<file path="config.mk">
export PLATFORM = sky130hd
export DESIGN_NAME = frb_file_reg_alu
export DESIGN_NICKNAME = d
export VERILOG_FILES = /design/src/frb_pkg.sv /design/src/frb_alu.sv /design/src/frb_file_reg_alu.sv
export SDC_FILE = /design/constraint.sdc
export NUM_CORES = 2
export LEC_CHECK = 0
export ABC_AREA = 1
export BUFFER_PORTS_ARGS = -buffer_cell sky130_fd_sc_hd__buf_4
export CAP_MARGIN = 20
export CORE_MARGIN = 3
export CORE_UTILIZATION = 40
export CTS_BUF_LIST = sky130_fd_sc_hd__clkbuf_2 sky130_fd_sc_hd__clkbuf_4 sky130_fd_sc_hd__clkbuf_8
export DETAILED_ROUTE_END_ITERATION = 7
export HOLD_SLACK_MARGIN = 0.02
export PLACE_DENSITY = 0.59
export SETUP_SLACK_MARGIN = 0.4
export SLEW_MARGIN = 20
export SYNTH_ARGS = -nofsm -noshare
export SYNTH_HDL_FRONTEND = slang
export SYNTH_SLANG_ARGS = --single-unit
</file>
<file path="constraint.sdc">
create_clock -name clk_i -period 22.7 [get_ports clk_i]
set_input_delay 1.135 -clock clk_i [delete_from_list [all_inputs] [get_ports clk_i]]
set_output_delay 1.135 -clock clk_i [all_outputs]
set_load 0.05 [all_outputs]
</file>
<file path="src/frb_pkg.sv">
package frb_pkg;

  // widths
  localparam int INSTR_W = 14;
  localparam int DATA_W  = 8;
  localparam int FIDX_W  = 7;
  localparam int BPOS_W  = 3;
  localparam int FLAG_W  = 3;
  localparam int ADDR_W  = 10;
  localparam int BUS_W   = 32;
  localparam int BE_W    = 4;
  localparam int CNT_W   = 16;
  localparam int NIB_W   = 4;
  localparam int FILE_N  = 128;

  // instruction word fields
  localparam int CLS_HI = 13;
  localparam int CLS_LO = 12;
  localparam int OP_HI  = 11;
  localparam int OP_LO  = 8;
  localparam int DST_B  = 7;
  localparam int BOP_HI = 11;
  localparam int BOP_LO = 10;
  localparam int BIT_HI = 9;
  localparam int BIT_LO = 7;
  localparam int FID_HI = 6;
  localparam int FID_LO = 0;

  // encodings
  localparam logic [1:0] CLS_BYTE = 2'h0;
  localparam logic [1:0] CLS_BIT  = 2'h1;
  localparam logic [3:0] OP_ADD   = 4'h7;
  localparam logic [3:0] OP_AND   = 4'h5;
  localparam logic [1:0] BOP_CLR  = 2'h0;
  localparam logic [1:0] BOP_SET  = 2'h1;

  // flag positions
  localparam int FLG_C  = 0;
  localparam int FLG_DC = 1;
  localparam int FLG_Z  = 2;

  // register byte addresses
  localparam logic [9:0] OFS_INSTR = 10'h000;
  localparam logic [9:0] OFS_ACC   = 10'h004;
  localparam logic [9:0] OFS_FLAGS = 10'h008;
  localparam logic [9:0] OFS_STAT  = 10'h00C;
  localparam logic [9:0] OFS_LRES  = 10'h010;
  localparam logic [9:0] OFS_COUNT = 10'h014;
  localparam int         FILE_SEL_B = 9;
  localparam int         FILE_IDX_HI = 8;
  localparam int         FILE_IDX_LO = 2;
  localparam int         STAT_UNSUP  = 0;

  // reset values
  localparam logic [7:0]  ACC_RST   = 8'h00;
  localparam logic [2:0]  FLAGS_RST = 3'h0;
  localparam logic [13:0] INSTR_RST = 14'h0000;
  localparam logic [15:0] CNT_RST   = 16'h0000;

  typedef enum logic [2:0] {
    FRB_SEL_INSTR,
    FRB_SEL_ACC,
    FRB_SEL_FLAGS,
    FRB_SEL_STAT,
    FRB_SEL_LRES,
    FRB_SEL_COUNT,
    FRB_SEL_FILE,
    FRB_SEL_NONE
  } frb_sel_t;

endpackage

</file>
<file path="src/frb_alu.sv">
`timescale 1ns/100ps
module frb_alu (
  // instruction and operands
  input  wire logic [13:0] instr_i,
  input  wire logic [7:0]  acc_i,
  input  wire logic [7:0]  fval_i,
  // result and routing
  output logic      [7:0]  res_o,
  output logic             wr_acc_o,
  output logic             wr_file_o,
  output logic      [2:0]  fmask_o,
  output logic      [2:0]  fnew_o,
  output logic             unsup_o
);

  logic [1:0] cls;
  logic [3:0] op;
  logic [1:0] bop;
  logic [2:0] bpos;
  logic       dst;
  logic [8:0] sum;
  logic [4:0] nib;
  logic [7:0] bmask;

  assign cls  = instr_i[frb_pkg::CLS_HI:frb_pkg::CLS_LO];
  assign op   = instr_i[frb_pkg::OP_HI:frb_pkg::OP_LO];
  assign bop  = instr_i[frb_pkg::BOP_HI:frb_pkg::BOP_LO];
  assign bpos = instr_i[frb_pkg::BIT_HI:frb_pkg::BIT_LO];
  assign dst  = instr_i[frb_pkg::DST_B];
  assign sum  = {1'b0, acc_i} + {1'b0, fval_i};
  assign nib  = {1'b0, acc_i[frb_pkg::NIB_W-1:0]} +
                {1'b0, fval_i[frb_pkg::NIB_W-1:0]};

  // one-hot selector for the addressed bit
  genvar g;
  generate
    for (g = 0; g < frb_pkg::DATA_W; g++) begin : g_bmask
      assign bmask[g] = (bpos == 3'(g));
    end
  endgenerate

  always_comb begin
    res_o     = fval_i;
    wr_acc_o  = 1'b0;
    wr_file_o = 1'b0;
    fmask_o   = 3'h0;
    fnew_o    = 3'h0;
    unsup_o   = 1'b0;
    if (cls == frb_pkg::CLS_BYTE && op == frb_pkg::OP_ADD) begin
      res_o                = sum[frb_pkg::DATA_W-1:0];
      fmask_o              = 3'h7;
      fnew_o[frb_pkg::FLG_C]  = sum[frb_pkg::DATA_W];
      fnew_o[frb_pkg::FLG_DC] = nib[frb_pkg::NIB_W];
      fnew_o[frb_pkg::FLG_Z]  = (sum[frb_pkg::DATA_W-1:0] == 8'h00);
      wr_acc_o  = ~dst;
      wr_file_o = dst;
    end else if (cls == frb_pkg::CLS_BYTE && op == frb_pkg::OP_AND) begin
      res_o                  = acc_i & fval_i;
      fmask_o[frb_pkg::FLG_Z] = 1'b1;
      fnew_o[frb_pkg::FLG_Z]  = ((acc_i & fval_i) == 8'h00);
      wr_acc_o  = ~dst;
      wr_file_o = dst;
    end else if (cls == frb_pkg::CLS_BIT && bop == frb_pkg::BOP_CLR) begin
      res_o     = fval_i & ~bmask;
      wr_file_o = 1'b1;
    end else if (cls == frb_pkg::CLS_BIT && bop == frb_pkg::BOP_SET) begin
      res_o     = fval_i | bmask;
      wr_file_o = 1'b1;
    end else begin
      unsup_o = 1'b1;
    end
  end

endmodule

</file>
<file path="src/frb_file_reg_alu.sv">
// Overview of operation
// - add accumulator and register, update C DC Z
// - destination bit picks accumulator or register
// - and accumulator with register, update Z
// - clear or set one bit, flags untouched
//
// Added by the designer: the Avalon-MM interface to the registers and the placing of the registers.
`timescale 1ns/100ps
module frb_file_reg_alu (
  // clock and reset
  input  wire logic        clk_i,
  input  wire logic        rst_i,
  // avalon-mm slave
  input  wire logic [9:0]  avs_address_i,
  input  wire logic        avs_read_i,
  input  wire logic        avs_write_i,
  input  wire logic [31:0] avs_writedata_i,
  input  wire logic [3:0]  avs_byteenable_i,
  output logic      [31:0] avs_readdata_o,
  output logic             avs_waitrequest_o,
  // core state
  output logic      [7:0]  acc_o,
  output logic      [2:0]  flags_o
);

  ////////////////////////////////////////////////////////////////////////////
  // address decode
  // map: 000 word to execute, 004 accumulator, 008 flags,
  // 00C sticky unsupported flag (write one clears), 010 last result,
  // 014 executed count, 200 + 4 * index the file registers

  function automatic frb_pkg::frb_sel_t frb_decode(input logic [9:0] a);
    frb_pkg::frb_sel_t s;
    s = frb_pkg::FRB_SEL_NONE;
    if (a[frb_pkg::FILE_SEL_B] && a[1:0] == 2'h0) begin
      s = frb_pkg::FRB_SEL_FILE;
    end else begin
      case (a)
        frb_pkg::OFS_INSTR: s = frb_pkg::FRB_SEL_INSTR;
        frb_pkg::OFS_ACC:   s = frb_pkg::FRB_SEL_ACC;
        frb_pkg::OFS_FLAGS: s = frb_pkg::FRB_SEL_FLAGS;
        frb_pkg::OFS_STAT:  s = frb_pkg::FRB_SEL_STAT;
        frb_pkg::OFS_LRES:  s = frb_pkg::FRB_SEL_LRES;
        frb_pkg::OFS_COUNT: s = frb_pkg::FRB_SEL_COUNT;
        default:            s = frb_pkg::FRB_SEL_NONE;
      endcase
    end
    return s;
  endfunction

  // lanes a register needs before a write counts
  function automatic logic frb_lanes_ok(input frb_pkg::frb_sel_t s,
                                        input logic [3:0]        be);
    logic ok;
    ok = be[0];
    if (s == frb_pkg::FRB_SEL_INSTR) begin
      ok = be[0] && be[1];
    end
    return ok;
  endfunction

  ////////////////////////////////////////////////////////////////////////////
  // declarations

  frb_pkg::frb_sel_t sel;

  logic [7:0]  acc_q,   acc_d;
  logic [2:0]  flags_q, flags_d;
  logic [13:0] instr_q, instr_d;
  logic [7:0]  lres_q,  lres_d;
  logic [15:0] cnt_q,   cnt_d;
  logic        unsup_q, unsup_d;
  logic        rdone_q, rdone_d;
  logic [31:0] rdata_q, rdata_d;

  // file registers, one byte each
  logic [7:0]  file_mem [frb_pkg::FILE_N];
  logic        mem_we;
  logic [6:0]  mem_idx;
  logic [7:0]  mem_wdata;

  logic [13:0] ex_instr;
  logic [6:0]  ex_idx;
  logic [7:0]  ex_fval;
  logic [7:0]  alu_res;
  logic        alu_wr_acc;
  logic        alu_wr_file;
  logic [2:0]  alu_fmask;
  logic [2:0]  alu_fnew;
  logic        alu_unsup;

  logic        wr_go;
  logic        rd_go;
  logic        exec;
  logic        stat_clr;
  logic        wr_ok;
  logic        ex_ok;
  logic [6:0]  bus_idx;

  ////////////////////////////////////////////////////////////////////////////
  // operand fetch and alu

  assign sel      = frb_decode(avs_address_i);
  // word index of a file register on the bus
  assign bus_idx  = avs_address_i[frb_pkg::FILE_IDX_HI:frb_pkg::FILE_IDX_LO];
  assign ex_instr = avs_writedata_i[frb_pkg::INSTR_W-1:0];
  assign ex_idx   = ex_instr[frb_pkg::FID_HI:frb_pkg::FID_LO];
  // read half of the read-modify-write
  assign ex_fval  = file_mem[ex_idx];

  frb_alu u_alu (
    .instr_i   (ex_instr),
    .acc_i     (acc_q),
    .fval_i    (ex_fval),
    .res_o     (alu_res),
    .wr_acc_o  (alu_wr_acc),
    .wr_file_o (alu_wr_file),
    .fmask_o   (alu_fmask),
    .fnew_o    (alu_fnew),
    .unsup_o   (alu_unsup)
  );

  ////////////////////////////////////////////////////////////////////////////
  // bus handshake

  // writes never wait; reads wait one cycle for registered data
  // read and write together is illegal: both ignored, wait held high
  assign wr_go             = avs_write_i && !avs_read_i;
  assign rd_go             = avs_read_i && !avs_write_i && !rdone_q;
  assign avs_waitrequest_o = avs_read_i && !rdone_q;
  assign avs_readdata_o    = rdata_q;
  assign acc_o             = acc_q;
  assign flags_o           = flags_q;

  // a write counts only with the lanes its register needs
  assign wr_ok = wr_go && frb_lanes_ok(sel, avs_byteenable_i);

  // a full instruction word executes in the edge that takes it
  assign exec = wr_ok && sel == frb_pkg::FRB_SEL_INSTR;

  // writing one clears the sticky unsupported flag
  assign stat_clr = wr_ok && sel == frb_pkg::FRB_SEL_STAT &&
                    avs_writedata_i[frb_pkg::STAT_UNSUP];

  ////////////////////////////////////////////////////////////////////////////
  // execute and register writes

  // accepted word that the alu can carry out
  assign ex_ok = exec && !alu_unsup;

  // core state: accumulator and flags
  always_comb begin
    acc_d   = acc_q;
    flags_d = flags_q;
    // an unsupported word leaves both untouched
    if (ex_ok) begin
      if (alu_wr_acc) begin
        acc_d = alu_res;
      end
      flags_d = (flags_q & ~alu_fmask) | (alu_fnew & alu_fmask);
    end else if (wr_ok) begin
      case (sel)
        frb_pkg::FRB_SEL_ACC: begin
          acc_d = avs_writedata_i[frb_pkg::DATA_W-1:0];
        end
        frb_pkg::FRB_SEL_FLAGS: begin
          flags_d = avs_writedata_i[frb_pkg::FLAG_W-1:0];
        end
        default: begin
          acc_d = acc_q;
        end
      endcase
    end
  end

  always_ff @(posedge clk_i) begin
    if (rst_i) begin
      acc_q   <= frb_pkg::ACC_RST;
      flags_q <= frb_pkg::FLAGS_RST;
    end else begin
      acc_q   <= acc_d;
      flags_q <= flags_d;
    end
  end

  // bookkeeping: last word, last result, count, unsupported flag
  always_comb begin
    instr_d = instr_q;
    lres_d  = lres_q;
    cnt_d   = cnt_q;
    // sticky unsupported flag, a new set wins over a clear
    unsup_d = (unsup_q && !stat_clr) || (exec && alu_unsup);
    // an unsupported word is latched but not counted
    if (exec) begin
      instr_d = ex_instr;
    end
    if (ex_ok) begin
      lres_d = alu_res;
      cnt_d  = cnt_q + 16'h0001;
    end
  end

  always_ff @(posedge clk_i) begin
    if (rst_i) begin
      instr_q <= frb_pkg::INSTR_RST;
      lres_q  <= frb_pkg::ACC_RST;
      cnt_q   <= frb_pkg::CNT_RST;
      unsup_q <= 1'b0;
    end else begin
      instr_q <= instr_d;
      lres_q  <= lres_d;
      cnt_q   <= cnt_d;
      unsup_q <= unsup_d;
    end
  end

  // file register write port
  always_comb begin
    mem_we    = 1'b0;
    mem_idx   = bus_idx;
    mem_wdata = avs_writedata_i[frb_pkg::DATA_W-1:0];
    if (ex_ok && alu_wr_file) begin
      mem_we    = 1'b1;
      mem_idx   = ex_idx;
      mem_wdata = alu_res;
    end else if (wr_ok && sel == frb_pkg::FRB_SEL_FILE) begin
      mem_we = 1'b1;
    end
  end

  // file registers hold no reset value
  always_ff @(posedge clk_i) begin
    if (mem_we) begin
      file_mem[mem_idx] <= mem_wdata;
    end
  end

  ////////////////////////////////////////////////////////////////////////////
  // read path

  // one wait state, the data come from a register
  always_comb begin
    rdone_d = 1'b0;
    // data are loaded in the first cycle, handed over in the second
    if (rd_go) begin
      rdone_d = 1'b1;
    end
  end

  always_ff @(posedge clk_i) begin
    if (rst_i) begin
      rdone_q <= 1'b0;
    end else begin
      rdone_q <= rdone_d;
    end
  end

  // read data, upper bits zero
  always_comb begin
    rdata_d = rdata_q;
    if (rd_go) begin
      rdata_d = 32'h0000_0000;
      case (sel)
        frb_pkg::FRB_SEL_INSTR: begin
          rdata_d[frb_pkg::INSTR_W-1:0] = instr_q;
        end
        frb_pkg::FRB_SEL_ACC: begin
          rdata_d[frb_pkg::DATA_W-1:0] = acc_q;
        end
        frb_pkg::FRB_SEL_FLAGS: begin
          rdata_d[frb_pkg::FLAG_W-1:0] = flags_q;
        end
        frb_pkg::FRB_SEL_STAT: begin
          rdata_d[frb_pkg::STAT_UNSUP] = unsup_q;
        end
        frb_pkg::FRB_SEL_LRES: begin
          rdata_d[frb_pkg::DATA_W-1:0] = lres_q;
        end
        frb_pkg::FRB_SEL_COUNT: begin
          rdata_d[frb_pkg::CNT_W-1:0] = cnt_q;
        end
        frb_pkg::FRB_SEL_FILE: begin
          // never-written file registers read as unknown
          rdata_d[frb_pkg::DATA_W-1:0] = file_mem[bus_idx];
        end
        default: begin
          rdata_d = 32'h0000_0000;
        end
      endcase
    end
  end

  always_ff @(posedge clk_i) begin
    if (rst_i) begin
      rdata_q <= 32'h0000_0000;
    end else begin
      rdata_q <= rdata_d;
    end
  end

endmodule

</file>
==> impl_metrics.tcl <==
set metrics [dict create \
    die-area_mm2 0.1386 \
    ant_nets 0 \
    launch_instance_of_the_worst_register_to_register_path "file_mem[55][2]" \
    powerDensity_mw_per_mm2 73.78 \
    clk_root_buffer_cell "sky130_fd_sc_hd__clkbuf_8" \
    cts_resized 0 \
    vias_in_the_first_global_route 42760 \
    drt-initial-drc-count 6500 \
    clock-sinks 1091 \
    num-nets-final 5776 \
    post-route-cell-area_mm2 0.05896 \
    setup_repair_after_global_routing_missed_its_margin "false" \
    numPortBuffers 57 \
    setup.reg_to_reg.worst_slack_ps 17240 \
    post-cts-setup-buffers 0 \
    dr_total_vias 45860 \
    grt-ovfl-total 0 \
    r2r_cells 21 \
    syn_area_mm2 0.05365 \
    outcome "finished, final reports clean" \
    ys_seq_elements 1091 \
    final-setup-viol-count 0 \
    fin_ws_ps 15310 \
    rows 133 \
    setup.worst_path.end "file_mem[111][5]" \
    final-max-slew-violation-count 0 \
    initial_cell_density_of_the_core_pct 40.55 \
    post_route_cells_drive_above_1_share_pct 9.530 \
    detailedPlacementHpwl_mm 112.7 \
    die_height_um 372.2 \
    grt_pass1_wl_mm 283.6 \
    irDropWorstVdd_mv 0.05439 \
    globalRouteTotalUtil_pct 27.84 \
    r2r-end "file_mem[111][5]" \
    hp-class "flop to flop" \
    clk_pin_slew_ps 60 \
    dp_worst_setup_slack_ps 14620 \
    post_synth.cell_area_avg_um2 9.247 \
    detail_route.vias_per_cell 6.029 \
    drc 0 \
    finalSetupTns_ps 0 \
    worst_skew_pair.late_latency_ps 880 \
    ctsLongestPathBuffers 3 \
    count_of_distinct_cell_types_in_the_synthesized_netlist 58 \
    worst_ep_required_time_ps 23230 \
    maxCapViolations 0 \
    initial_antenna_violation_count 6 \
    ys_seq_area_share_pct 59.82 \
    globalplace.congestion 0.9234 \
    combined_area_of_the_multi_input_logic_cells_mm2 0.01935 \
    final_min_period_over_clock_period_pct 32.55 \
    routed_wl_mm 198.2 \
    boundary_pin_count 94 \
    final-hold-violation-count 0 \
    worst_setup_path_end_kind "flop" \
    layout-area-overhead-vs-synth_pct 9.907 \
    ff_latch_area_mm2 0.03209 \
    drt-pass1-iter-count 6 \
    layout.cells.non_filler 7607 \
    period_minus_slack_ps 7388 \
    htree_levels 4 \
    synthesis.yosys.warnings 0 \
    synthesis.instances 5802 \
    grt_max_degree 194 \
    cp-startpoint "avs_writedata_i[0]" \
    final_core_occ_pct 44.57 \
    tritoncts "built" \
    critical_path_class "primary input to flop" \
    post_cts_hold_buffer_count 0 \
    instance_count_after_placement_with_tap_cells_included 7281 \
    postPlaceCellArea_mm2 0.05543 \
    die_width_um 372.2 \
    startpoint_type "primary input" \
    max_freq_mhz 135.4 \
    worst-slew-pin-transition_ps 1237 \
    core_area_mm2 0.1323 \
    critical_path_arrival_ps 7920 \
    fin_skew_ps 45.45 \
    cts_buffers 185 \
    wl_per_cell_um 26.05 \
    total_leakage_power_nw 21.19 \
    max-slew-margin-rel_pct 17.51 \
    fill_cells 12350 \
    critical_path_peak_fanout 119 \
]
[cells in the final DEF (no fill, tap or decap), drive strengths merged, types with 4 or more instances in the layout]
cell        n
o21a        5
xor2        6
diode       7
ha          9
nor3       16
a31oi       4
clkinv     55
o211ai     38
o22a       14
o221ai     14
nand4      37
inv       189
nand2    1545
o22ai     231
o21ai     248
or2        95
a21oi     133
edfxtp   1024
clkbuf    254
nand3b     34
nor2      540
dfxtp      67
buf       134
nand3    1054
a22oi      27
o2111ai    32
conb       16
[worst min path at each step]
stage / from / end / slack, ps / cells past startpoint
floorplan: instr_q[6] / instr_q[6] / 420 / 2
global placement: instr_q[8] / instr_q[8] / 440 / 2
detailed placement: instr_q[8] / instr_q[8] / 440 / 2
CTS: instr_q[8] / instr_q[8] / 450 / 2
global route: instr_q[5] / instr_q[5] / 480 / 2
finish: instr_q[10] / instr_q[10] / 450 / 2
[critical path: stages]
cell                      delay [ps]
sky130_fd_sc_hd__buf_8           240
sky130_fd_sc_hd__inv_8           670
sky130_fd_sc_hd__buf_4           800
sky130_fd_sc_hd__buf_4           780
sky130_fd_sc_hd__nand2_1         110
sky130_fd_sc_hd__nand3_1         100
sky130_fd_sc_hd__nand3_1          90
sky130_fd_sc_hd__nand3_1         210
sky130_fd_sc_hd__nand2_1         160
sky130_fd_sc_hd__nand2_1          90
sky130_fd_sc_hd__nand3_1          80
sky130_fd_sc_hd__nand3_1          90
sky130_fd_sc_hd__nand2_1         130
sky130_fd_sc_hd__inv_1            90
sky130_fd_sc_hd__ha_1            230
sky130_fd_sc_hd__nand3_1          90
sky130_fd_sc_hd__nand2_1         110
sky130_fd_sc_hd__a21oi_1          90
sky130_fd_sc_hd__o21ai_0         290
sky130_fd_sc_hd__xor2_1          270
sky130_fd_sc_hd__or2_2           170
sky130_fd_sc_hd__nand3_1         130
sky130_fd_sc_hd__o21ai_4          80
sky130_fd_sc_hd__buf_4           580
sky130_fd_sc_hd__buf_4           750
[power by group]
group,internal [W],switching [W],total [W]
Sequential,0.00220,0.000000708,0.00220
Clock,0.000887,0.000813,0.00170
Combinational,0.000104,0.000346,0.000450
Total,0.00319,0.00116,0.00435
[through the flow]
stage	power, W	hold WS (ps)
2_1_floorplan	0.002510	424.5
3_3_place_gp	0.002671	436.1
3_5_place_dp	0.002674	441.3
4_1_cts	0.004347	450.7
5_1_grt	0.004481	476.8
6_report	0.004351	448.7
[synthesized netlist by cell type (all sizes together)]
| library cell | instances | area, um2 |
|---|---|---|
| a211oi | 2 | 15.01 |
| buf | 114 | 558.0 |
| o2111ai | 32 | 280.3 |
| nor3 | 16 | 80.08 |
| nor3b | 1 | 7.510 |
| conb | 1 | 3.750 |
| fa | 1 | 20.02 |
| nor4 | 2 | 12.51 |
| nand3 | 1054 | 5290 |
| nand3b | 34 | 255.2 |
| nand4 | 37 | 231.5 |
| mux2i | 2 | 20.02 |
| inv | 177 | 666.9 |
| nand2 | 1545 | 5807 |
| xnor2 | 1 | 8.760 |
| o21bai | 2 | 15.01 |
| o211ai | 38 | 290.3 |
| and3 | 1 | 6.260 |
| a31oi | 4 | 25.02 |
| o21a | 5 | 37.54 |
| or2 | 95 | 594.3 |
| o221ai | 14 | 122.6 |
| o31ai | 1 | 7.510 |
| a22oi | 27 | 202.7 |
| nor2 | 540 | 2076 |
| a22o | 1 | 8.760 |
| o41ai | 1 | 8.760 |
| xor2 | 6 | 52.55 |
| o22a | 14 | 122.6 |
| o22ai | 231 | 1445 |
| nor4b | 1 | 8.760 |
| and2 | 3 | 18.77 |
| a2bb2oi | 1 | 8.760 |
| ha | 9 | 112.6 |
| o21ai | 248 | 1264 |
| edfxtp | 1024 | 30750 |
| clkbuf | 308 | 1156 |
| a21oi | 133 | 680.7 |
| dfxtp | 67 | 1341 |
| a21o | 1 | 7.510 |
| clkinv | 8 | 30.03 |
[area by class of cell]
| type | count | area share, % |
|---|---|---|
| Inverter | 185 | 1.216 |
| Tap cell | 1755 | 3.724 |
| Sequential cell | 1091 | 54.42 |
| Clock buffer | 254 | 5.239 |
| Multi-Input combinational cell | 4119 | 32.82 |
| Clock inverter | 62 | 0.5814 |
| Antenna cell | 7 | 0.02971 |
| Timing Repair Buffer | 134 | 1.967 |
[layer usage]
metal	routed length, um	track usage [%]
met4	9415	13.36
met5	132	0.7835
met3	23860	6.643
met1	76960	37.16
met2	87820	42.54
[state kept, by name, summed over array words and instances, names as in the netlist, named ones only]
register and flops:
acc_o 8, lres_q 8, file_mem 1024, avs_readdata_o 16, unsup_q 1, instr_q 14
cnt_q 16, rdone_q 1
[cells by family after synthesis]
family / Yosys count / synth area share (%)
other: 1 / 0.006990
multiplexers: 2 / 0.03732
XOR/XNOR: 7 / 0.1143
AND/OR/NAND/NOR: 3329 / 26.82
AO/OA/AOI/OAI: 755 / 8.466
flip-flops: 1091 / 59.82
adder cells (fa/ha/maj): 10 / 0.2472
buffers and inverters: 607 / 4.494
Power figures use the tool's default switching activity.
